--- config.mk ---
export PLATFORM = sky130hd
export DESIGN_NAME = pmit_top
export DESIGN_NICKNAME = d
export VERILOG_FILES = /design/src/design/pmit_pkg.sv /design/src/design/pmit_idle_timer.sv /design/src/design/pmit_speedup.sv /design/src/design/pmit_top.sv
export SDC_FILE = /design/constraint.sdc
export NUM_CORES = 1
export LEC_CHECK = 0
export BUFFER_PORTS_ARGS = -buffer_cell sky130_fd_sc_hd__buf_2
export CAP_MARGIN = 30
export CELL_PAD_IN_SITES_DETAIL_PLACEMENT = 1
export CELL_PAD_IN_SITES_GLOBAL_PLACEMENT = 1
export CORE_UTILIZATION = 40
export DETAILED_ROUTE_END_ITERATION = 8
export GPL_ROUTABILITY_DRIVEN = 0
export PLACE_DENSITY_LB_ADDON = 0.1
export SYNTH_ARGS = -nofsm -noshare
export SYNTH_HDL_FRONTEND = slang
export SYNTH_SLANG_ARGS = --single-unit
--- constraint.sdc ---
create_clock -name CLOCK -period 2.6 [get_ports CLOCK]
set_input_delay 0.13 -clock CLOCK [delete_from_list [all_inputs] [get_ports CLOCK]]
set_output_delay 0.13 -clock CLOCK [all_outputs]
set_load 0.05 [all_outputs]
--- src/design/pmit_pkg.sv ---
// pmit_pkg: offsets, fields, ranges and timing of the idle timer block
// assumes: byte-wide configuration port, 250 MHz bridge clock
package pmit_pkg;
  // ----------------------------------------
  // configuration offsets
  // ----------------------------------------
  localparam logic [7:0]      REG_ENABLE_1    = 8'h80;
  localparam logic [7:0]      REG_IDLE_EN_2   = 8'h81;
  localparam logic [7:0]      REG_STATUS_2    = 8'h85;
  localparam logic [7:0]      REG_IRQ_SPD_CNT = 8'h8C;
  localparam logic [7:0]      REG_VID_SPD_CNT = 8'h8D;
  localparam logic [7:0]      REG_PORT_SEL    = 8'h93;
  localparam logic [7:0][7:0] TMR_CNT_OFS     = {8'hA6, 8'hA4, 8'hA2, 8'hA0, 8'h9E, 8'h9C, 8'h9A, 8'h98};
  localparam logic [2:0][7:0] USR_BASE_OFS    = {8'hC8, 8'hC4, 8'hC0};
  localparam logic [2:0][7:0] USR_CTL_OFS     = {8'hCE, 8'hCD, 8'hCC};
  localparam logic [7:0]      REG_RESET       = 8'h00;
  localparam logic [7:0]      EN1_WR_MASK     = 8'h1B;
  // ----------------------------------------
  // field positions and codes
  // ----------------------------------------
  localparam int              EN1_VID_SPD     = 4;
  localparam int              EN1_IRQ_SPD     = 3;
  localparam int              EN1_TRAPS       = 1;
  localparam int              EN1_TIMERS      = 0;
  localparam int              SEL_HD          = 5;
  localparam int              PSER_VIDEO      = 0;
  localparam int              USR_CTL_EN      = 7;
  localparam int              USR_MSK_W       = 5;
  localparam logic [1:0]      COM1_TO_KBD     = 2'b10;
  localparam logic [1:0]      COM2_TO_KBD     = 2'b11;
  localparam int              T_HDD           = 0;
  localparam int              T_FDD           = 1;
  localparam int              T_PAR           = 2;
  localparam int              T_KBD           = 3;
  localparam int              T_USR1          = 4;
  localparam int              T_VID           = 7;
  // ----------------------------------------
  // i/o ranges, each {low, high}
  // ----------------------------------------
  localparam logic [31:0]     COM1_RNG        = {16'h03F8, 16'h03FF};
  localparam logic [31:0]     COM2_RNG        = {16'h02F8, 16'h02FF};
  localparam logic [5:0][31:0] PAR_RNG = {{16'h0378, 16'h037F}, {16'h0778, 16'h077A}, {16'h0278, 16'h027F},
                                          {16'h0678, 16'h067A}, {16'h03E8, 16'h03EF}, {16'h02E8, 16'h02EF}};
  localparam logic [5:0][31:0] FDD_RNG = {{16'h03F2, 16'h03F5}, {16'h03F7, 16'h03F7}, {16'h0372, 16'h0375},
                                          {16'h0377, 16'h0377}, {16'h03F2, 16'h03F5}, {16'h0372, 16'h0375}};
  localparam logic [5:0][31:0] KBD_RNG = {{16'h0060, 16'h0060}, {16'h0064, 16'h0064}, {16'h0060, 16'h0060},
                                          {16'h0064, 16'h0064}, {16'h0060, 16'h0060}, {16'h0064, 16'h0064}};
  localparam logic [5:0][31:0] HD0_RNG = {{16'h01F0, 16'h01F7}, {16'h03F6, 16'h03F6}, {16'h01F0, 16'h01F7},
                                          {16'h03F6, 16'h03F6}, {16'h01F0, 16'h01F7}, {16'h03F6, 16'h03F6}};
  localparam logic [5:0][31:0] HD1_RNG = {{16'h0170, 16'h0177}, {16'h0376, 16'h0376}, {16'h0170, 16'h0177},
                                          {16'h0376, 16'h0376}, {16'h0170, 16'h0177}, {16'h0376, 16'h0376}};
  localparam logic [31:0]     VGA_IO_RNG      = {16'h03B0, 16'h03DF};
  localparam logic [31:0]     VGA_MEM_LO      = 32'h000A_0000;
  localparam logic [31:0]     VGA_MEM_HI      = 32'h000B_7FFF;
  // ----------------------------------------
  // timing
  // ----------------------------------------
  localparam int              CLOCK_PERIOD_NS = 4;
  localparam int              TICK_TIME_NS    = 1000000;
  localparam int              TICK_CYCLES     = TICK_TIME_NS / CLOCK_PERIOD_NS;
endpackage : pmit_pkg

--- src/design/pmit_idle_timer.sv ---
// pmit_idle_timer: one reloadable down counter with single expiry pulse
// assumes: tick is a one-cycle pulse from the shared time base
`timescale 1ns/1ps
module pmit_idle_timer #(
  parameter int W = 8
) (
  // clock and reset
  input  wire logic         clock,
  input  wire logic         nrst,
  // control
  input  wire logic         tick,
  input  wire logic         run,
  input  wire logic         reload,
  input  wire logic [W-1:0] load,
  // status
  output logic              expire,
  output logic [W-1:0]      count
);
  import pmit_pkg::*;
  typedef struct packed {
    logic [W-1:0] cnt;
    logic         armed;
    logic         expire;
  } pmit_tmr_state_type;
  pmit_tmr_state_type s_ff;
  pmit_tmr_state_type nxt_s;
  always_comb begin
    nxt_s        = s_ff;
    nxt_s.expire = 1'b0;
    if (reload) begin
      nxt_s.cnt   = load;
      nxt_s.armed = 1'b1;
    end else if (run && tick && s_ff.armed) begin
      if (s_ff.cnt <= W'(1)) begin
        nxt_s.cnt    = '0;
        nxt_s.armed  = 1'b0;
        nxt_s.expire = 1'b1;
      end else begin
        nxt_s.cnt = s_ff.cnt - W'(1);
      end
    end
  end
  always_ff @(posedge clock or negedge nrst) begin
    if (!nrst) begin
      s_ff <= '0;
    end else begin
      s_ff <= nxt_s;
    end
  end
  assign expire = s_ff.expire;
  assign count  = s_ff.cnt;
  property p_hold;
    @(posedge clock) disable iff (!nrst) !run && !reload |=> $stable(s_ff.cnt);
  endproperty
  a_hold: assert property (p_hold) else $error("idle count moved while stopped");
  property p_last;
    @(posedge clock) disable iff (!nrst) s_ff.armed && run && tick && !reload && s_ff.cnt == W'(1) |=> expire;
  endproperty
  a_last: assert property (p_last) else $error("no expiry at zero");
  property p_once;
    @(posedge clock) disable iff (!nrst) expire |=> !expire ##1 (!expire || $past(reload, 2));
  endproperty
  a_once: assert property (p_once) else $error("expiry repeated");
endmodule : pmit_idle_timer

--- src/design/pmit_speedup.sv ---
// pmit_speedup: holds off clock throttling for a programmed tick count
// assumes: trigger and tick are one-cycle pulses on the same clock
`timescale 1ns/1ps
module pmit_speedup (
  // clock and reset
  input  wire logic       clock,
  input  wire logic       nrst,
  // control
  input  wire logic       enable,
  input  wire logic       trigger,
  input  wire logic       tick,
  input  wire logic [7:0] load,
  // status
  output logic            hold
);
  import pmit_pkg::*;
  typedef struct packed {
    logic [7:0] cnt;
    logic       hold;
  } pmit_spd_state_type;
  pmit_spd_state_type s_ff;
  pmit_spd_state_type nxt_s;
  always_comb begin
    nxt_s = s_ff;
    if (!enable) begin
      nxt_s.cnt = '0;
    end else if (trigger) begin
      nxt_s.cnt = load;
    end else if (tick && s_ff.cnt != 8'h00) begin
      nxt_s.cnt = s_ff.cnt - 8'h01;
    end
    nxt_s.hold = (nxt_s.cnt != 8'h00);
  end
  always_ff @(posedge clock or negedge nrst) begin
    if (!nrst) begin
      s_ff <= '0;
    end else begin
      s_ff <= nxt_s;
    end
  end
  assign hold = s_ff.hold;
  property p_off;
    @(posedge clock) disable iff (!nrst) !enable |=> !hold;
  endproperty
  a_off: assert property (p_off) else $error("speedup held while disabled");
endmodule : pmit_speedup

--- src/design/pmit_top.sv ---
// pmit_top: idle timer enables, reload decode, global gates and speedup
// assumes: access, serial status, irq and trap inputs are on CLOCK
`timescale 1ns/1ps
//
// Contract
// - video timer runs, expiry raises SMI
// - serial status bit 0 reloads video timer
// - third user range timer and reload
// - second user range timer and reload
// - first user range timer and reload
// - keyboard ports reload keyboard/mouse timer
// - COM1/COM2 join keyboard ranges by select
// - printer and COM3/COM4 reload parallel timer
// - COM1/COM2 leave parallel ranges by select
// - floppy ports reload floppy timer
// - hard disk ranges chosen by select bit
// - expiry sets top and second status
// - global trap enable gates device traps
// - audio traps ignore global trap enable
// - global timer enable gates all timers
// - global re-enable resumes, does not reload
// - video activity suspends throttling for count
// - VGA io and memory trigger video speedup
// - unmasked IRQ or SMI triggers speedup
module pmit_top #(
  parameter int TICK_CYCLES = pmit_pkg::TICK_CYCLES
) (
  // clock and reset
  input  wire logic        CLOCK,
  input  wire logic        NRST,
  // configuration port
  input  wire logic [7:0]  CFG_ADDR,
  input  wire logic        CFG_WR,
  input  wire logic        CFG_RD,
  input  wire logic [7:0]  CFG_WDATA,
  output logic [7:0]       CFG_RDATA,
  // host access monitor
  input  wire logic        ACC_VALID,
  input  wire logic        ACC_IO,
  input  wire logic [31:0] ACC_ADDR,
  // processor serial status
  input  wire logic        PROCESSOR_SERIAL_VALID,
  input  wire logic [7:0]  PROCESSOR_SERIAL_STATUS,
  // interrupt activity
  input  wire logic [15:0] IRQ_LINES,
  input  wire logic [15:0] IRQ_MASK,
  input  wire logic        SMI_ACTIVE,
  // trap hits
  input  wire logic [7:0]  DEVICE_TRAP_HIT,
  input  wire logic        AUDIO_TRAP_HIT,
  // results
  output logic             IDLE_SMI,
  output logic             TRAP_SMI,
  output logic             TRAPS_ENABLED,
  output logic             THROTTLE_HOLD
);
  import pmit_pkg::*;

  // ----------------------------------------
  // state
  // ----------------------------------------
  localparam int TW = (TICK_CYCLES > 1) ? $clog2(TICK_CYCLES) : 1;

  typedef struct packed {
    logic [7:0]       en1;
    logic [7:0]       en2;
    logic [7:0]       sel;
    logic [7:0]       vid_cnt;
    logic [7:0]       irq_cnt;
    logic [7:0]       status2;
    logic [7:0]       rdata;
    logic [7:0]       en_rise;
    logic [7:0][7:0]  tmr_cnt;
    logic [2:0][15:0] usr_base;
    logic [2:0][7:0]  usr_ctl;
    logic [TW-1:0]    div;
    logic             tick;
    logic             idle_smi;
    logic             trap_smi;
    logic             irq_lvl;
  } pmit_top_state_type;

  pmit_top_state_type s_ff;
  pmit_top_state_type nxt_s;

  logic [7:0]  hit;
  logic [7:0]  exp;
  logic [7:0][7:0] tmr_now;
  logic [7:0]  reload;
  logic [7:0]  rd_val;
  logic        io;
  logic        com1;
  logic        com2;
  logic        vid_trig;
  logic        irq_now;
  logic        irq_trig;
  logic        vid_hold;
  logic        irq_hold;
  logic [15:0] a;

  function automatic logic in_rng(input logic [15:0] ad, input logic [31:0] r);
    return (ad >= r[31:16]) && (ad <= r[15:0]);
  endfunction : in_rng

  function automatic logic in_set(input logic [15:0] ad, input logic [5:0][31:0] t);
    logic m;
    m = 1'b0;
    for (int i = 0; i < 6; i++) begin
      m = m | in_rng(ad, t[i]);
    end
    return m;
  endfunction : in_set

  // ----------------------------------------
  // access decode
  // ----------------------------------------
  assign a    = ACC_ADDR[15:0];
  assign io   = ACC_VALID && ACC_IO;
  assign com1 = io && in_rng(a, COM1_RNG);
  assign com2 = io && in_rng(a, COM2_RNG);

  always_comb begin
    hit        = '0;
    hit[T_VID] = PROCESSOR_SERIAL_VALID && PROCESSOR_SERIAL_STATUS[PSER_VIDEO];
    hit[T_KBD] = (io && in_set(a, KBD_RNG))
                 || (com1 && s_ff.sel[1:0] == COM1_TO_KBD)
                 || (com2 && s_ff.sel[1:0] == COM2_TO_KBD);
    hit[T_PAR] = (io && in_set(a, PAR_RNG))
                 || (com1 && s_ff.sel[1:0] != COM1_TO_KBD)
                 || (com2 && s_ff.sel[1:0] != COM2_TO_KBD);
    hit[T_FDD] = io && in_set(a, FDD_RNG);
    hit[T_HDD] = io && (s_ff.sel[SEL_HD] ? in_set(a, HD1_RNG) : in_set(a, HD0_RNG));
    for (int k = 0; k < 3; k++) begin
      hit[T_USR1 + k] = io && s_ff.usr_ctl[k][USR_CTL_EN]
                        && (((a ^ s_ff.usr_base[k]) & ~{11'h000, s_ff.usr_ctl[k][USR_MSK_W-1:0]}) == 16'h0000);
    end
  end

  assign vid_trig = hit[T_VID]
                    || (io && in_rng(a, VGA_IO_RNG))
                    || (ACC_VALID && !ACC_IO && ACC_ADDR >= VGA_MEM_LO && ACC_ADDR <= VGA_MEM_HI);
  assign irq_now  = (|(IRQ_LINES & ~IRQ_MASK)) || SMI_ACTIVE || s_ff.idle_smi || s_ff.trap_smi;
  assign irq_trig = irq_now && !s_ff.irq_lvl;
  assign reload   = hit | s_ff.en_rise;

  // ----------------------------------------
  // register read mux
  // ----------------------------------------
  always_comb begin
    rd_val = REG_RESET;
    unique case (CFG_ADDR)
      REG_ENABLE_1:    rd_val = s_ff.en1;
      REG_IDLE_EN_2:   rd_val = s_ff.en2;
      REG_STATUS_2:    rd_val = s_ff.status2;
      REG_IRQ_SPD_CNT: rd_val = s_ff.irq_cnt;
      REG_VID_SPD_CNT: rd_val = s_ff.vid_cnt;
      REG_PORT_SEL:    rd_val = s_ff.sel;
      default:         rd_val = REG_RESET;
    endcase
    for (int i = 0; i < 8; i++) begin
      if (CFG_ADDR == TMR_CNT_OFS[i]) begin
        rd_val = s_ff.tmr_cnt[i];
      end
    end
    for (int k = 0; k < 3; k++) begin
      if (CFG_ADDR == USR_BASE_OFS[k]) begin
        rd_val = s_ff.usr_base[k][7:0];
      end
      if (CFG_ADDR == 8'(USR_BASE_OFS[k] + 8'h01)) begin
        rd_val = s_ff.usr_base[k][15:8];
      end
      if (CFG_ADDR == USR_CTL_OFS[k]) begin
        rd_val = s_ff.usr_ctl[k];
      end
    end
  end

  // ----------------------------------------
  // next state
  // ----------------------------------------
  always_comb begin
    nxt_s = s_ff;
    // time base
    if (s_ff.div == TW'(TICK_CYCLES - 1)) begin
      nxt_s.div  = '0;
      nxt_s.tick = 1'b1;
    end else begin
      nxt_s.div  = s_ff.div + TW'(1);
      nxt_s.tick = 1'b0;
    end
    // register writes
    if (CFG_WR) begin
      unique case (CFG_ADDR)
        REG_ENABLE_1:    nxt_s.en1 = CFG_WDATA & EN1_WR_MASK;
        REG_IDLE_EN_2:   nxt_s.en2 = CFG_WDATA;
        REG_IRQ_SPD_CNT: nxt_s.irq_cnt = CFG_WDATA;
        REG_VID_SPD_CNT: nxt_s.vid_cnt = CFG_WDATA;
        REG_PORT_SEL:    nxt_s.sel = CFG_WDATA;
        default:         nxt_s.sel = s_ff.sel;
      endcase
      for (int i = 0; i < 8; i++) begin
        if (CFG_ADDR == TMR_CNT_OFS[i]) begin
          nxt_s.tmr_cnt[i] = CFG_WDATA;
        end
      end
      for (int k = 0; k < 3; k++) begin
        if (CFG_ADDR == USR_BASE_OFS[k]) begin
          nxt_s.usr_base[k][7:0] = CFG_WDATA;
        end
        if (CFG_ADDR == 8'(USR_BASE_OFS[k] + 8'h01)) begin
          nxt_s.usr_base[k][15:8] = CFG_WDATA;
        end
        if (CFG_ADDR == USR_CTL_OFS[k]) begin
          nxt_s.usr_ctl[k] = CFG_WDATA;
        end
      end
    end
    // a timer starts from its count when its enable is turned on
    nxt_s.en_rise = nxt_s.en2 & ~s_ff.en2;
    // read data and read-to-clear status, a new expiry wins
    if (CFG_RD) begin
      nxt_s.rdata = rd_val;
    end
    if (CFG_RD && CFG_ADDR == REG_STATUS_2) begin
      nxt_s.status2 = exp;
    end else begin
      nxt_s.status2 = s_ff.status2 | exp;
    end
    nxt_s.idle_smi = |exp;
    nxt_s.trap_smi = (s_ff.en1[EN1_TRAPS] && |DEVICE_TRAP_HIT)
                     || AUDIO_TRAP_HIT;
    nxt_s.irq_lvl  = irq_now;
  end

  always_ff @(posedge CLOCK or negedge NRST) begin
    if (!NRST) begin
      s_ff <= '0;
    end else begin
      s_ff <= nxt_s;
    end
  end

  // ----------------------------------------
  // idle timers
  // ----------------------------------------
  genvar g;
  generate
    for (g = 0; g < 8; g++) begin : g_tmr
      pmit_idle_timer #(
        .W (8)
      ) u_tmr (
        .clock  (CLOCK),
        .nrst   (NRST),
        .tick   (s_ff.tick),
        .run    (s_ff.en2[g] && s_ff.en1[EN1_TIMERS]),
        .reload (reload[g]),
        .load   (s_ff.tmr_cnt[g]),
        .expire (exp[g]),
        .count  (tmr_now[g])
      );
    end
  endgenerate

  // ----------------------------------------
  // speedup
  // ----------------------------------------
  pmit_speedup u_vid_spd (
    .clock   (CLOCK),
    .nrst    (NRST),
    .enable  (s_ff.en1[EN1_VID_SPD]),
    .trigger (vid_trig),
    .tick    (s_ff.tick),
    .load    (s_ff.vid_cnt),
    .hold    (vid_hold)
  );

  pmit_speedup u_irq_spd (
    .clock   (CLOCK),
    .nrst    (NRST),
    .enable  (s_ff.en1[EN1_IRQ_SPD]),
    .trigger (irq_trig),
    .tick    (s_ff.tick),
    .load    (s_ff.irq_cnt),
    .hold    (irq_hold)
  );

  // ----------------------------------------
  // outputs
  // ----------------------------------------
  assign CFG_RDATA     = s_ff.rdata;
  assign IDLE_SMI      = s_ff.idle_smi;
  assign TRAP_SMI      = s_ff.trap_smi;
  assign TRAPS_ENABLED = s_ff.en1[EN1_TRAPS];
  assign THROTTLE_HOLD = vid_hold || irq_hold;

  // ----------------------------------------
  // checks
  // ----------------------------------------
  property p_status;
    @(posedge CLOCK) disable iff (!NRST) (|exp) |=> IDLE_SMI && ((s_ff.status2 & $past(exp)) == $past(exp));
  endproperty
  a_status: assert property (p_status) else $error("expiry not reported");

  property p_gate;
    @(posedge CLOCK) disable iff (!NRST) !s_ff.en1[EN1_TIMERS] && !$past(s_ff.en1[EN1_TIMERS]) |-> exp == 8'h00;
  endproperty
  a_gate: assert property (p_gate) else $error("timer expired while globally off");

  property p_vid_en;
    @(posedge CLOCK) disable iff (!NRST) !s_ff.en2[T_VID] && !$past(s_ff.en2[T_VID]) |-> !exp[T_VID];
  endproperty
  a_vid_en: assert property (p_vid_en) else $error("video timer expired while off");

  property p_trap;
    @(posedge CLOCK) disable iff (!NRST) !AUDIO_TRAP_HIT
      |=> TRAP_SMI == $past(s_ff.en1[EN1_TRAPS] && |DEVICE_TRAP_HIT);
  endproperty
  a_trap: assert property (p_trap) else $error("device trap not gated");

  property p_audio;
    @(posedge CLOCK) disable iff (!NRST) AUDIO_TRAP_HIT |=> TRAP_SMI;
  endproperty
  a_audio: assert property (p_audio) else $error("audio trap lost");

  property p_com1;
    @(posedge CLOCK) disable iff (!NRST) com1 |-> (hit[T_KBD] != hit[T_PAR])
      && (hit[T_KBD] == (s_ff.sel[1:0] == COM1_TO_KBD));
  endproperty
  a_com1: assert property (p_com1) else $error("COM1 range misrouted");

  property p_com2;
    @(posedge CLOCK) disable iff (!NRST) com2 |-> (hit[T_KBD] != hit[T_PAR])
      && (hit[T_KBD] == (s_ff.sel[1:0] == COM2_TO_KBD));
  endproperty
  a_com2: assert property (p_com2) else $error("COM2 range misrouted");

  property p_vga;
    @(posedge CLOCK) disable iff (!NRST) ACC_VALID && !ACC_IO && ACC_ADDR == VGA_MEM_LO |-> vid_trig;
  endproperty
  a_vga: assert property (p_vga) else $error("VGA memory access missed");

  property p_vid_spd;
    @(posedge CLOCK) disable iff (!NRST) vid_trig && s_ff.en1[EN1_VID_SPD] && s_ff.vid_cnt != 8'h00 |=> THROTTLE_HOLD;
  endproperty
  a_vid_spd: assert property (p_vid_spd) else $error("video speedup not held");

  property p_irq_spd;
    @(posedge CLOCK) disable iff (!NRST) irq_trig && s_ff.en1[EN1_IRQ_SPD] && s_ff.irq_cnt != 8'h00 |=> THROTTLE_HOLD;
  endproperty
  a_irq_spd: assert property (p_irq_spd) else $error("irq speedup not held");

  property p_reload;
    @(posedge CLOCK) disable iff (!NRST) hit[T_FDD] |=> tmr_now[T_FDD] == $past(s_ff.tmr_cnt[T_FDD]);
  endproperty
  a_reload: assert property (p_reload) else $error("floppy reload ignored");
endmodule : pmit_top

After elaboration in Yosys (flattened, before gate mapping):

Cells that the tools add are included.

* output and inout port bits: 12
* bits of input ports: 105
* word-level logic and storage cells: 395
* flip-flop bits (word level): 316

* order comparisons: 48
* add/sub/neg operators: 11
* muxes and demuxes: 72
* reductions and logical operators: 138
* equality and inequality tests: 28
* bitwise logic cells: 40

Operators by type and width (count)
* 8-bit 2-to-1 mux: 36
* 16-bit by 10-bit >= comparator with 1-bit output (second input constant): 13
* 16-bit by 10-bit less-or-equal comparator with 1-bit output (second input constant): 13
* 8-bit == test (second input constant): 23
* 10-bit 2-to-1 mux: 8
* 8-bit by 1-bit subtractor with 8-bit output (second input constant): 10
* 9-bit 2-to-1 mux: 8
* 1-bit logical AND: 70
* 16-bit bitwise AND: 4
* 8-bit by 1-bit less-or-equal comparator with 1-bit output (second input constant): 8
* 2-bit AND reduction: 29
* 16-bit logical NOT: 3
* 5-bit inverter with 16-bit output: 3
* 8-bit case mux with 6 select lines: 1
* 16-bit XOR: 3
* 16-bit by 11-bit >= comparator with 1-bit output (second input constant): 2
* 16-bit by 7-bit >= comparator with 1-bit output (second input constant): 2
* 16-bit by 9-bit >= comparator with 1-bit output (second input constant): 2
* 32-bit by 20-bit >= comparator with 1-bit output (second input constant): 1
* 16-bit by 11-bit less-or-equal comparator with 1-bit output (second input constant): 2
* 16-bit by 7-bit less-or-equal comparator with 1-bit output (second input constant): 2
* 16-bit by 9-bit less-or-equal comparator with 1-bit output (second input constant): 2
* 32-bit by 20-bit less-or-equal comparator with 1-bit output (second input constant): 1
* 32-bit 2-to-1 mux: 1
* other kinds (18): 90

Depth between registers and ports, before layout:

Gate-level depths: netlist (run 1).

* depth in word-level cells: 19
* gate-level depth with buffers: 10
* mapped depth without buffers: 9

Hierarchy:

A second synthesis (run 1) with hierarchy kept.

* cells, all modules: 1790
* area total of the unflattened synthesis: 18195.0 um^2

Modules (own cells, without submodules)
* pmit_top: seq. area each 5455.2 um^2, area each 11343.4 um^2, instances 1, cells an instance 1030
* pmit_idle_timer: seq. area each 250.2 um^2, area each 704.4 um^2, instances 8, cells an instance 79
* pmit_speedup: seq. area each 225.2 um^2, area each 608.1 um^2, instances 2, cells an instance 64

Least setup slack after synthesis (run 1):

OpenSTA, ideal clock, no wires.

* path kind: reg2reg
* from: reg u_irq_spd.s_ff[1] (netlist name)
* to: reg u_irq_spd.s_ff (netlist bit u_irq_spd.hold)
* library setup time: 0.139 ns
* data required time: 2.461 ns
* cell stages (with the launch flop): 9
* clock period less this slack: 2.531 ns
* path buffers: 0
* path slack: 0.069 ns
* data arrival time: 2.392 ns
* cells stage by stage: dfrtp_1 -> inv_1 -> ha_1 -> nor3b_1 -> a21boi_0 -> o211ai_1 -> mux2i_1 -> or4_1 -> or4b_1

RTL lines
* from (decl): RTL line pmit_speedup.sv:21 `pmit_spd_state_type s_ff;`
* from (signal assigned): RTL line pmit_speedup.sv:38 `s_ff <= nxt_s;`

==> summary.txt, run 1 <==
Run status
  • Status: finished, final reports clean

Synth
  • Post-synthesis mux area share: 0.136
  • Area leader, netlist: dfrtp_1
  • Simple-gate share of the synthesized area: 0.169
  • Sequential area share after synthesis: 0.467
  • Post-synthesis adder-cell area fraction: 0.0155
  • Predominant post-synthesis flop cell: dfrtp_1
  • Post-Syn Area: ~17,000 um^2
  • Synthesized Nets: roughly 1.8k
  • Most frequent cells after synthesis: 316 x dfrtp_1, 183 x mux2_2, 154 x nand2_1
  • Main combinational cell family by area after synthesis: simple AND/OR/NAND/NOR gates
  • Most common cell in the netlist: dfrtp_1
  • EDFF count, synth: 0
  • Syn. warnings: 0
  • Ys async rst share: 1.00
  • Average size of a mapped cell: 10.0 um^2
  • Yosys reg bits: between 300 and 400
  • Post-synthesis instance total: 1,694
  • Post-Synth XOR/XNOR Area: 0.0424
  • Library cells used by synthesis: 80
  • Synth top area share: 0.467
  • Compound-gate portion of the synthesized area: 0.141
  • Synth top area cells: dfrtp_1 47%, mux2_2 12%, nand2_1 3.4%, nor2_1 3.1%, xnor2_1 3.0%

CTS
  • Max clock buf depth: 3
  • CTS buffer count: 38
  • Clock sink count: 316
  • CTS tree: built
  • Clock-pin slew on the worst setup and hold paths: ~60 ps
  • CTS H-Tree Depth: 2
  • Post-CTS Setup Repair Bufs: 0
  • Worst skew pair latency: 570 ps
  • Root buffer cell: clkbuf_16

Placed design
  • Port buffer count: 109
  • DP Area: approximately 19,000 um^2
  • Hpwl dp: ~45,000 um

Detailed routing
  • Drt wl/cell: around 25 um
  • Vias: about 14k
  • Detailed Routing Iterations Pass 1: 5
  • First DRT Iteration DRCs: ~1.1k
  • Final wirelength: 60,600 um
  • DR DRC count: 0
  • Final ANT Viol Nets: 0
  • DR vias/cell: roughly 5.9

Layout
  • Final Util: 0.480
  • Layout area overhead: 18.6%
  • Fillers: between 4k and 5k
  • Total area of sequential cells: around 7900 um^2
  • Diode count: 0
  • Post-route cell area: roughly 20,000 um^2
  • Layout cells sized above 1: 0.255
  • Area used by multi-input combinational logic: ~8600 um^2
  • Nets: 2,000

Floorplanning
  • I/O Pins: 117
  • Die X: roughly 210 um
  • Row count: 75
  • Core Area: around 42,000 um^2
  • Die area: 43,200 um^2
  • Die H: about 210 um
  • Initial Utilization: 0.405

STA
  • Worst Tran Pin Value: 826 ps
  • Clk_skew: roughly 29 ps
  • Slew HR: 0.449
  • RSZ-0062 raised after global routing: yes
  • Final period util: 0.979
  • Fmax: a little under 400 MHz
  • Period minus WS final: between 2000 and 3000 ps
  • Setup Viol. Count Final: 0
  • Final hold vios: 0
  • Slew Viols, Final: 0

GRT
  • Vias in the first global route: 15.1k
  • Gr usage total: 0.285
  • Grt ovf: 0
  • Initial antenna violation count: 0
  • First-pass GRT wire length: 93,400 um
  • Largest net degree at the start of global routing: 77

Setup path
  • Worst setup path class: reg -> reg
  • Startpoint types: flip-flop
  • R2R depth: 7
  • CP Data Required Time: about 3000 ps
  • Crit. End Element: flip-flop
  • CP cell instances: nor4_4 > nand4b_1 > mux2_4 > nand2_2 > mux2i_2 > or4_4 > or4b_1
  • Slowest Stage Delay on Critical Path: approximately 540 ps
  • WP data arrival: between 2000 and 3000 ps
  • Critical-path maximum fanout: 3
  • Critical path's slowest cell: or4_4

Power
  • VDD IR max: around 540 uV
  • Tot Pwr: between 10,000 and 15,000 uW
  • PwrDens: a little under 600 nW/um^2
  • LEAKAGE: around 0.0092 uW

Worst hold path
  • Worst Hold Depth: 2
  • Hold Path Class: in -> reg

Job
  • Max-cap violation count: 0
==> worst paths after layout <==
check / startpoint / end / slack, ps
min in group asynchronous: NRST / s_ff[0] / 200
setup reg to reg: u_irq_spd.s_ff[6] / u_irq_spd.hold / 50
hold / removal: CFG_WDATA[4] / s_ff[162] / 100
hold reg to reg: s_ff[178] / s_ff[178] / 480
max in group asynchronous: NRST / s_ff[203] / 1510
setup / recovery: u_irq_spd.s_ff[6] / u_irq_spd.hold / 50
==> critical path: cells and delay by family (launching register included) <==
kind / cells / cell delay, ps
multiplexers: 2 / 400
AND/OR/NAND/NOR: 5 / 1600
flip-flops: 1 / 420
==> cell families after synthesis <==
group | after synthesis
muxes | 207
buffers and inverters | 125
and+or+nand+nor | 576
xor gates and xnor gates | 82
DFF | 316
AOI/OAI and AO/OA | 367
adders and majority gates | 21
==> flip-flops by register name, summed over array words and instances, names as in the netlist, 8 cells and up <==
register,flops
s_ff,207
g_tmr.u_tmr.count,64
u_vid_spd.s_ff,8
u_irq_spd.s_ff,8
g_tmr.u_tmr.expire,8
g_tmr.u_tmr.s_ff,8
CFG_RDATA,8
==> what timing repair did <==
item	4_1_cts	5_1_grt
resized for setup	2	11
pin swaps	0	4
hold buffers	7	0
endpoints found under the hold margin	73	0
setup endpoints to repair	1	8
==> where the power goes <==
part	total [uW]	internal (uW)	leakage, uW	switching (uW)
clock network	5500	3250	0.000628	2250
registers	5330	5110	0.00406	228
logic	1070	423	0.00449	644
total	11900	8770	0.00919	3120
==> final cells by class <==
cell class,count,share of cell area
multi-input combinational,1253,0.427
timing repair buffer,224,0.0748
sequential,316,0.394
tap,539,0.0336
clock inverter,18,0.00990
clock buffer,52,0.0540
inverter,41,0.00766
==> layer usage <==
layer | up-vias | global-route usage | part of all wire
li1 | 6533 | - | -
met1 | 7302 | 0.376 | 0.44
met2 | 364 | 0.461 | 0.47
met3 | 137 | 0.0407 | 0.044
met4 | 0 | 0.138 | 0.049
met5 | - | 0 | 0
==> cell usage in the layout, fill, tap and decap left out, types with 9 or more instances in the layout <==
master and n:
dfrtp_1 316, mux2_2 183, nand2_1 153, nor2_1 139, buf_2 108, buf_4 102
a21oi_1 91, o21ai_0 88, nor3_1 62, xnor2_1 58, nand3_1 47, inv_1 40
clkbuf_16 39, nor4_1 26, o22ai_1 26, xor2_1 24, nand2b_1 24, a21o_1 23
mux2i_1 22, a22oi_1 22, nand4_1 21, ha_1 20, and3_1 18, nor2b_1 16
nor3b_1 14, or3_1 14, a31oi_1 13, a211oi_1 9, clkinv_2 9
==> stage by stage <==
step	worst slack, ps	instances	hold slack, ps	TNS (ps)
detailed placement	-129	2366	169	-178
floorplan	69.0	1694	-166	0
global route	-34.3	2443	98.8	-34.3
global placement	-55.0	2366	164	-107
CTS	3.47	2443	73.4	0
finish	54.2	2443	101	0
Note: power is estimated with default switching activity, not from simulation.
==> inputs of run 2 (changes only) <==
Settings changed: CTS_CLUSTER_SIZE set to 28, MAX_ROUTING_LAYER set to met4.
==> run 2 against run 1 <==
Net effect: non-clock buffer count stayed put; design area hardly changed; via count up 0.62%; largest power group unchanged; fmax down 0.27%; cell count unchanged; clock power about the same; critical path depth is the same; worst setup slack got worse by 7.0 ps; die area unchanged; worst hold slack got worse by 2.8 ps; highest routed layer unchanged; critical path type unchanged.
==> summary.txt, run 2 (synthesis results as in run 1) <==
Power
  • VDD IR max: 533 uV
  • Gate power share: 0.090
  • Seq pwr share: 0.448
  • LEAKAGE: between 0.009 and 0.01 uW
  • Internal power: slightly below 9000 uW
  • Clk network pwr share: 0.462
  • PwrDens: about 600 nW/um^2
  • Net switching power: approximately 3100 uW
  • Sw Ratio: 0.263

Detailed routing
  • Vias: 14.4k
  • Met2 WL: between 20,000 and 30,000 um
  • DR DRC count: 0
  • DR vias/cell: slightly below 6
  • Final ANT Viol Nets: 0
  • Final wirelength: between 60,000 and 70,000 um
  • Top Metal Used: met4
  • Met1 WL: about 26,000 um
  • Detailed Routing Iterations Pass 1: 7
  • Metal3 WL: about 2800 um
  • Drt wl/cell: 24.8 um
  • First DRT Iteration DRCs: ~1.1k

STA
  • Final hold vios: 0
  • Final worst slack: between 40 and 50 ps
  • Worst hold slack: between 90 and 100 ps
  • RSZ-0062 raised after global routing: yes
  • Setup Viol. Count Final: 0
  • Clk_skew: about 28 ps
  • Slew Viols, Final: 0
  • Worst Tran Pin Value: around 810 ps
  • Final period util: 0.982
  • Period minus WS final: between 2000 and 3000 ps
  • Fmax: approximately 390 MHz
  • Slew HR: 0.456

Floorplanning
  • Die X: 208 um
  • Core Area: between 40,000 and 50,000 um^2
  • Initial Utilization: 0.405
  • Die area: between 40,000 and 50,000 um^2
  • I/O Pins: ~120
  • Row count: between 70 and 80
  • Die H: 208 um

CTS
  • CTS tree: built
  • Worst skew pair latency: 570 ps
  • Clock-pin slew on the worst setup and hold paths: 60 ps
  • CTS buffer count: 38
  • CTS H-Tree Depth: 2
  • Root buffer cell: clkbuf_16
  • Max clock buf depth: 3
  • Clock sink count: around 320

Layout
  • Layout cells sized above 1: 0.255
  • Layout area overhead: 18.6%
  • Post-route cell area: roughly 20,000 um^2
  • Nets: about 2.0k
  • Commonest non-fill, non-tap cell in the layout: dfrtp_1
  • Most frequent cells in the layout: 316 x dfrtp_1, 183 x mux2_2, 153 x nand2_1
  • Largest Register: s_ff
  • Diode count: 0
  • Largest register FFs: ~210

Setup path
  • WP data arrival: 2970 ps
  • R2r setup slk: between 40 and 50 ps
  • Reg2reg end: u_irq_spd.hold
  • Critical path's slowest cell: or4_4
  • R2R depth: 7
  • CP bufs+invs: 0
  • CP delay by family, top: simple AND/OR/NAND/NOR gates
  • Critical-path maximum fanout: 3
  • CP cell instances: nor4_4 > nand4b_1 > mux2_4 > nand2_2 > mux2i_2 > or4_4 > or4b_4
  • Startpoint types: flip-flop
  • Slowest Stage Delay on Critical Path: between 500 and 600 ps
  • Worst setup path class: reg -> reg
  • Crit. End Element: flip-flop
  • CP Data Required Time: 3020 ps
  • Crit Reg-Reg Startpoint: u_irq_spd.s_ff[6]

GRT
  • Gr usage total: 0.294
  • Initial antenna violation count: 0
  • Vias in the first global route: 15.1k
  • First-pass GRT wire length: around 93,000 um
  • Largest net degree at the start of global routing: slightly below 80
  • Grt ovf: 0

Worst hold path
  • Worst Hold Depth: 2
  • Hold Path Class: in -> reg
  • Worst hold start: CFG_WDATA[4]
  • Worst Hold End: s_ff[162]

Placed design
  • Dpl ws: -129 ps
  • DP Area: between 15,000 and 20,000 um^2
  • Port buffer count: approximately 110
  • Hpwl dp: 44,700 um

Run status
  • Status: finished, final reports clean

Job
  • Max-cap violation count: 0
[run 2: timing repair]
item,4_1_cts,5_1_grt
gates cloned,0,0
gates resized for setup,2,11
endpoints found under the hold margin,73,0
buffers inserted,0,0
hold buffers,7,0
pin swaps,0,5
setup endpoints to repair,1,8
[run 2: final cells by class]
cell class / count / area (um^2)
Clock buffer: 52 / 1080
Clock inverter: 18 / 199
Fill cell: 4682 / 21800
Inverter: 41 / 154
Multi-Input combinational cell: 1253 / 8580
Sequential cell: 316 / 7910
Tap cell: 539 / 674
Timing Repair Buffer: 224 / 1500
[run 2: how the worst max path moves through the flow]
stage | cells after the start | slack (ps) | endpoint | from
CTS | 10 | 3 | u_irq_spd.hold | u_irq_spd.s_ff[1]
floorplan | 8 | 70 | u_irq_spd.hold | u_irq_spd.s_ff[1]
global route | 7 | -20 | u_irq_spd.hold | u_irq_spd.s_ff[6]
detailed placement | 10 | -130 | CFG_RDATA[5] | CFG_ADDR[2]
global placement | 9 | -60 | CFG_RDATA[5] | CFG_ADDR[5]
finish | 7 | 50 | u_irq_spd.hold | u_irq_spd.s_ff[6]
[run 2: layer usage]
layer / GRT usage / vias to the layer above
li1: - / 6532
met1: 0.375 / 7357
met2: 0.461 / 396
met3: 0.0411 / 140
met4: 0.141 / 0
met5: - / -
[run 2: power by group through the flow]
stage / registers (uW) / logic [uW] / clock network, uW
after floorplan: 5320 / 591 / 0
after global placement: 5410 / 1030 / 0
after detailed placement: 5420 / 1050 / 0
after CTS: 5330 / 1070 / 5610
after global routing: 5350 / 1160 / 5780
final: 5330 / 1070 / 5500
[run 2: per-stage QoR]
stage,std cells,TNS [ps],utilization,power [uW]
6_report,2443,0,0.480,11900
4_1_cts,2443,0,0.479,12000
3_3_place_gp,2366,-107,0.447,6440
3_5_place_dp,2366,-178,0.447,6470
2_1_floorplan,1694,0,-,5910
5_1_grt,2443,-18.7,0.480,12300
==> inputs of run 3 (changes only) <==
Settings changed: PLACE_DENSITY set to 0.68, PLACE_DENSITY_LB_ADDON 0.1 to not set.
==> run 3 against run 2 <==
Net effect: the run now ends with DRC left; clock power rose by 0.9%; wire length rose by 0.75%; largest power group unchanged; largest cell class unchanged; global-route usage rose by 0.071 points; cell count rose by 0.45%; sequential power barely moved; fmax fell by 0.75%; register-to-register slack got worse by 20 ps; clock skew rose by 0.93 ps; utilization rose by 0.26 points; highest routed layer unchanged; critical endpoint unchanged; sequential share of layout area fell by 0.21 points; via count rose by 2.7%.
==> summary.txt, run 3 (synthesis results as in run 1) <==
Setup path
  • WP data arrival: between 2000 and 3000 ps
  • R2r setup slk: 30 ps
  • R2R depth: 9
  • Critical path's slowest cell: or4_1
  • Worst setup path class: reg -> reg
  • CP bufs+invs: 1
  • Crit Reg-Reg Startpoint: u_irq_spd.s_ff[2]
  • Critical-path maximum fanout: 4
  • Slowest Stage Delay on Critical Path: 540 ps
  • Reg2reg end: u_irq_spd.hold
  • Startpoint types: flip-flop
  • CP Data Required Time: between 3000 and 4000 ps
  • CP cell instances: inv_2 > ha_2 > nor3b_4 > a21boi_2 > xnor2_1 > nand2_1 > mux2i_2 > or4_1 > or4b_1
  • CP delay by family, top: simple AND/OR/NAND/NOR gates
  • Crit. End Element: flip-flop

Power
  • VDD IR max: 494 uV
  • LEAKAGE: between 0.009 and 0.01 uW
  • Tot Pwr: 12,000 uW
  • Internal power: a little under 9000 uW
  • Sw Ratio: 0.256
  • PwrDens: approximately 590 nW/um^2
  • Clk network pwr share: 0.463
  • Gate power share: 0.090
  • Seq pwr share: 0.446
  • Net switching power: approximately 3000 uW

Detailed routing
  • DR DRC count: 2
  • Vias: roughly 15k
  • DR vias/cell: approximately 6.0
  • First DRT Iteration DRCs: roughly 1.1k
  • Final ANT Viol Nets: 0
  • Detailed Routing Iterations Pass 1: 7
  • Drt wl/cell: around 25 um
  • Final wirelength: around 60,000 um

STA
  • Fmax: ~390 MHz
  • Setup Viol. Count Final: 0
  • Slew HR: 0.460
  • Final worst slack: about 28 ps
  • Clk_skew: just under 30 ps
  • Slew Viols, Final: 0
  • Worst Tran Pin Value: 790 ps
  • RSZ-0062 raised after global routing: yes
  • Final period util: 0.989
  • Final hold vios: 0
  • Period minus WS final: ~2600 ps

GRT
  • Largest net degree at the start of global routing: 68
  • First-pass GRT wire length: roughly 94,000 um
  • Gr usage total: 0.295
  • Initial antenna violation count: 2
  • Vias in the first global route: 15.3k
  • Grt ovf: 0

Placed design
  • Port buffer count: roughly 110
  • Dpl ws: -199 ps
  • Hpwl dp: around 44,000 um
  • Placed insts: 2,370

Layout
  • Most frequent cells in the layout: 316 x dfrtp_1, 183 x mux2_2, 153 x nand2_1
  • Fillers: approximately 4.7k
  • Final Util: 0.483
  • Layout area overhead: 19.3%
  • Finished Layout Cells: approximately 2.5k
  • Commonest non-fill, non-tap cell in the layout: dfrtp_1
  • Largest register FFs: a little over 200
  • Layout cells sized above 1: 0.259
  • Nets: about 2.0k
  • Largest Register: s_ff

Floorplanning
  • Core Area: 41,900 um^2
  • Initial Utilization: 0.405
  • I/O Pins: approximately 120
  • Die H: 208 um
  • Die area: around 43,000 um^2
  • Die X: roughly 210 um
  • Row count: 75

Worst hold path
  • Worst hold start: CFG_WDATA[2]
  • Worst Hold End: s_ff[160]
  • Worst Hold Depth: 2
  • Hold Path Class: in -> reg

CTS
  • CTS tree: built
  • Root buffer cell: clkbuf_16
  • Clock-pin slew on the worst setup and hold paths: 60 ps
  • Clock sink count: 316
  • Max clock buf depth: 3
  • Worst skew pair latency: about 570 ps
  • CTS H-Tree Depth: 2
  • CTS buffer count: 37

Run status
  • Failing checks: DRC
  • Status: finished, violations left

Job
  • Max-cap violation count: 0
## run 3: stage by stage
step / area (um^2) / setup TNS [ps] / hold slack (ps)
after global routing: 20200 / -60.2 / 19.4
after floorplan: 16900 / 0 / -166
after CTS: 20100 / 0 / 20.3
after global placement: 18700 / 0 / 141
after detailed placement: 18700 / -199 / 142
final: 20200 / 0 / 47.0
## run 3: worst max path at each step
| stage | startpoint | end | depth (start not counted) |
|---|---|---|---|
| 6_report | u_irq_spd.s_ff[2] | u_irq_spd.hold | 9 |
| 5_1_grt | u_irq_spd.s_ff[2] | u_irq_spd.hold | 9 |
| 4_1_cts | u_irq_spd.s_ff[1] | u_irq_spd.hold | 9 |
| 3_5_place_dp | u_irq_spd.s_ff[1] | u_irq_spd.hold | 9 |
| 3_3_place_gp | u_irq_spd.s_ff[1] | u_irq_spd.hold | 9 |
| 2_1_floorplan | u_irq_spd.s_ff[1] | u_irq_spd.hold | 8 |
## run 3: cell type report
type | count | area, um^2 | share of cell area
repair buffers | 235 | 1600 | 0.0790
diodes | 2 | 5.00 | 0.000248
inverters | 41 | 154 | 0.00762
clock inverters | 17 | 201 | 0.00997
flip-flops and latches | 316 | 7910 | 0.391
clock buffers | 51 | 1100 | 0.0545
multi-input cells | 1253 | 8570 | 0.424
well taps | 539 | 674 | 0.0334
## run 3: power by group through the flow
stage / registers (uW) / clock network [uW] / logic [uW]
final: 5340 / 5550 / 1080
after global routing: 5360 / 5810 / 1170
after CTS: 5330 / 5630 / 1080
after detailed placement: 5420 / 0 / 1060
after global placement: 5410 / 0 / 1030
after floorplan: 5320 / 0 / 591
## run 3: what timing repair did
action                     in CTS  in global routing
buffers inserted                1                  5
setup endpoints to repair       2                  2
hold buffers                    8                  0
hold endpoints to repair      130                  0
resized for setup               4                  7
pin swaps                       1                  6
## run 3: layer usage
layer | routed length, um | up-vias | share of wire | global-route usage
met5 | 0 | - | 0 | -
met2 | 29200 | 495 | 0.48 | 0.470
li1 | - | 6570 | - | -
met3 | 3670 | 153 | 0.060 | 0.0525
met1 | 25300 | 7592 | 0.41 | 0.363
met4 | 2880 | 0 | 0.047 | 0.139
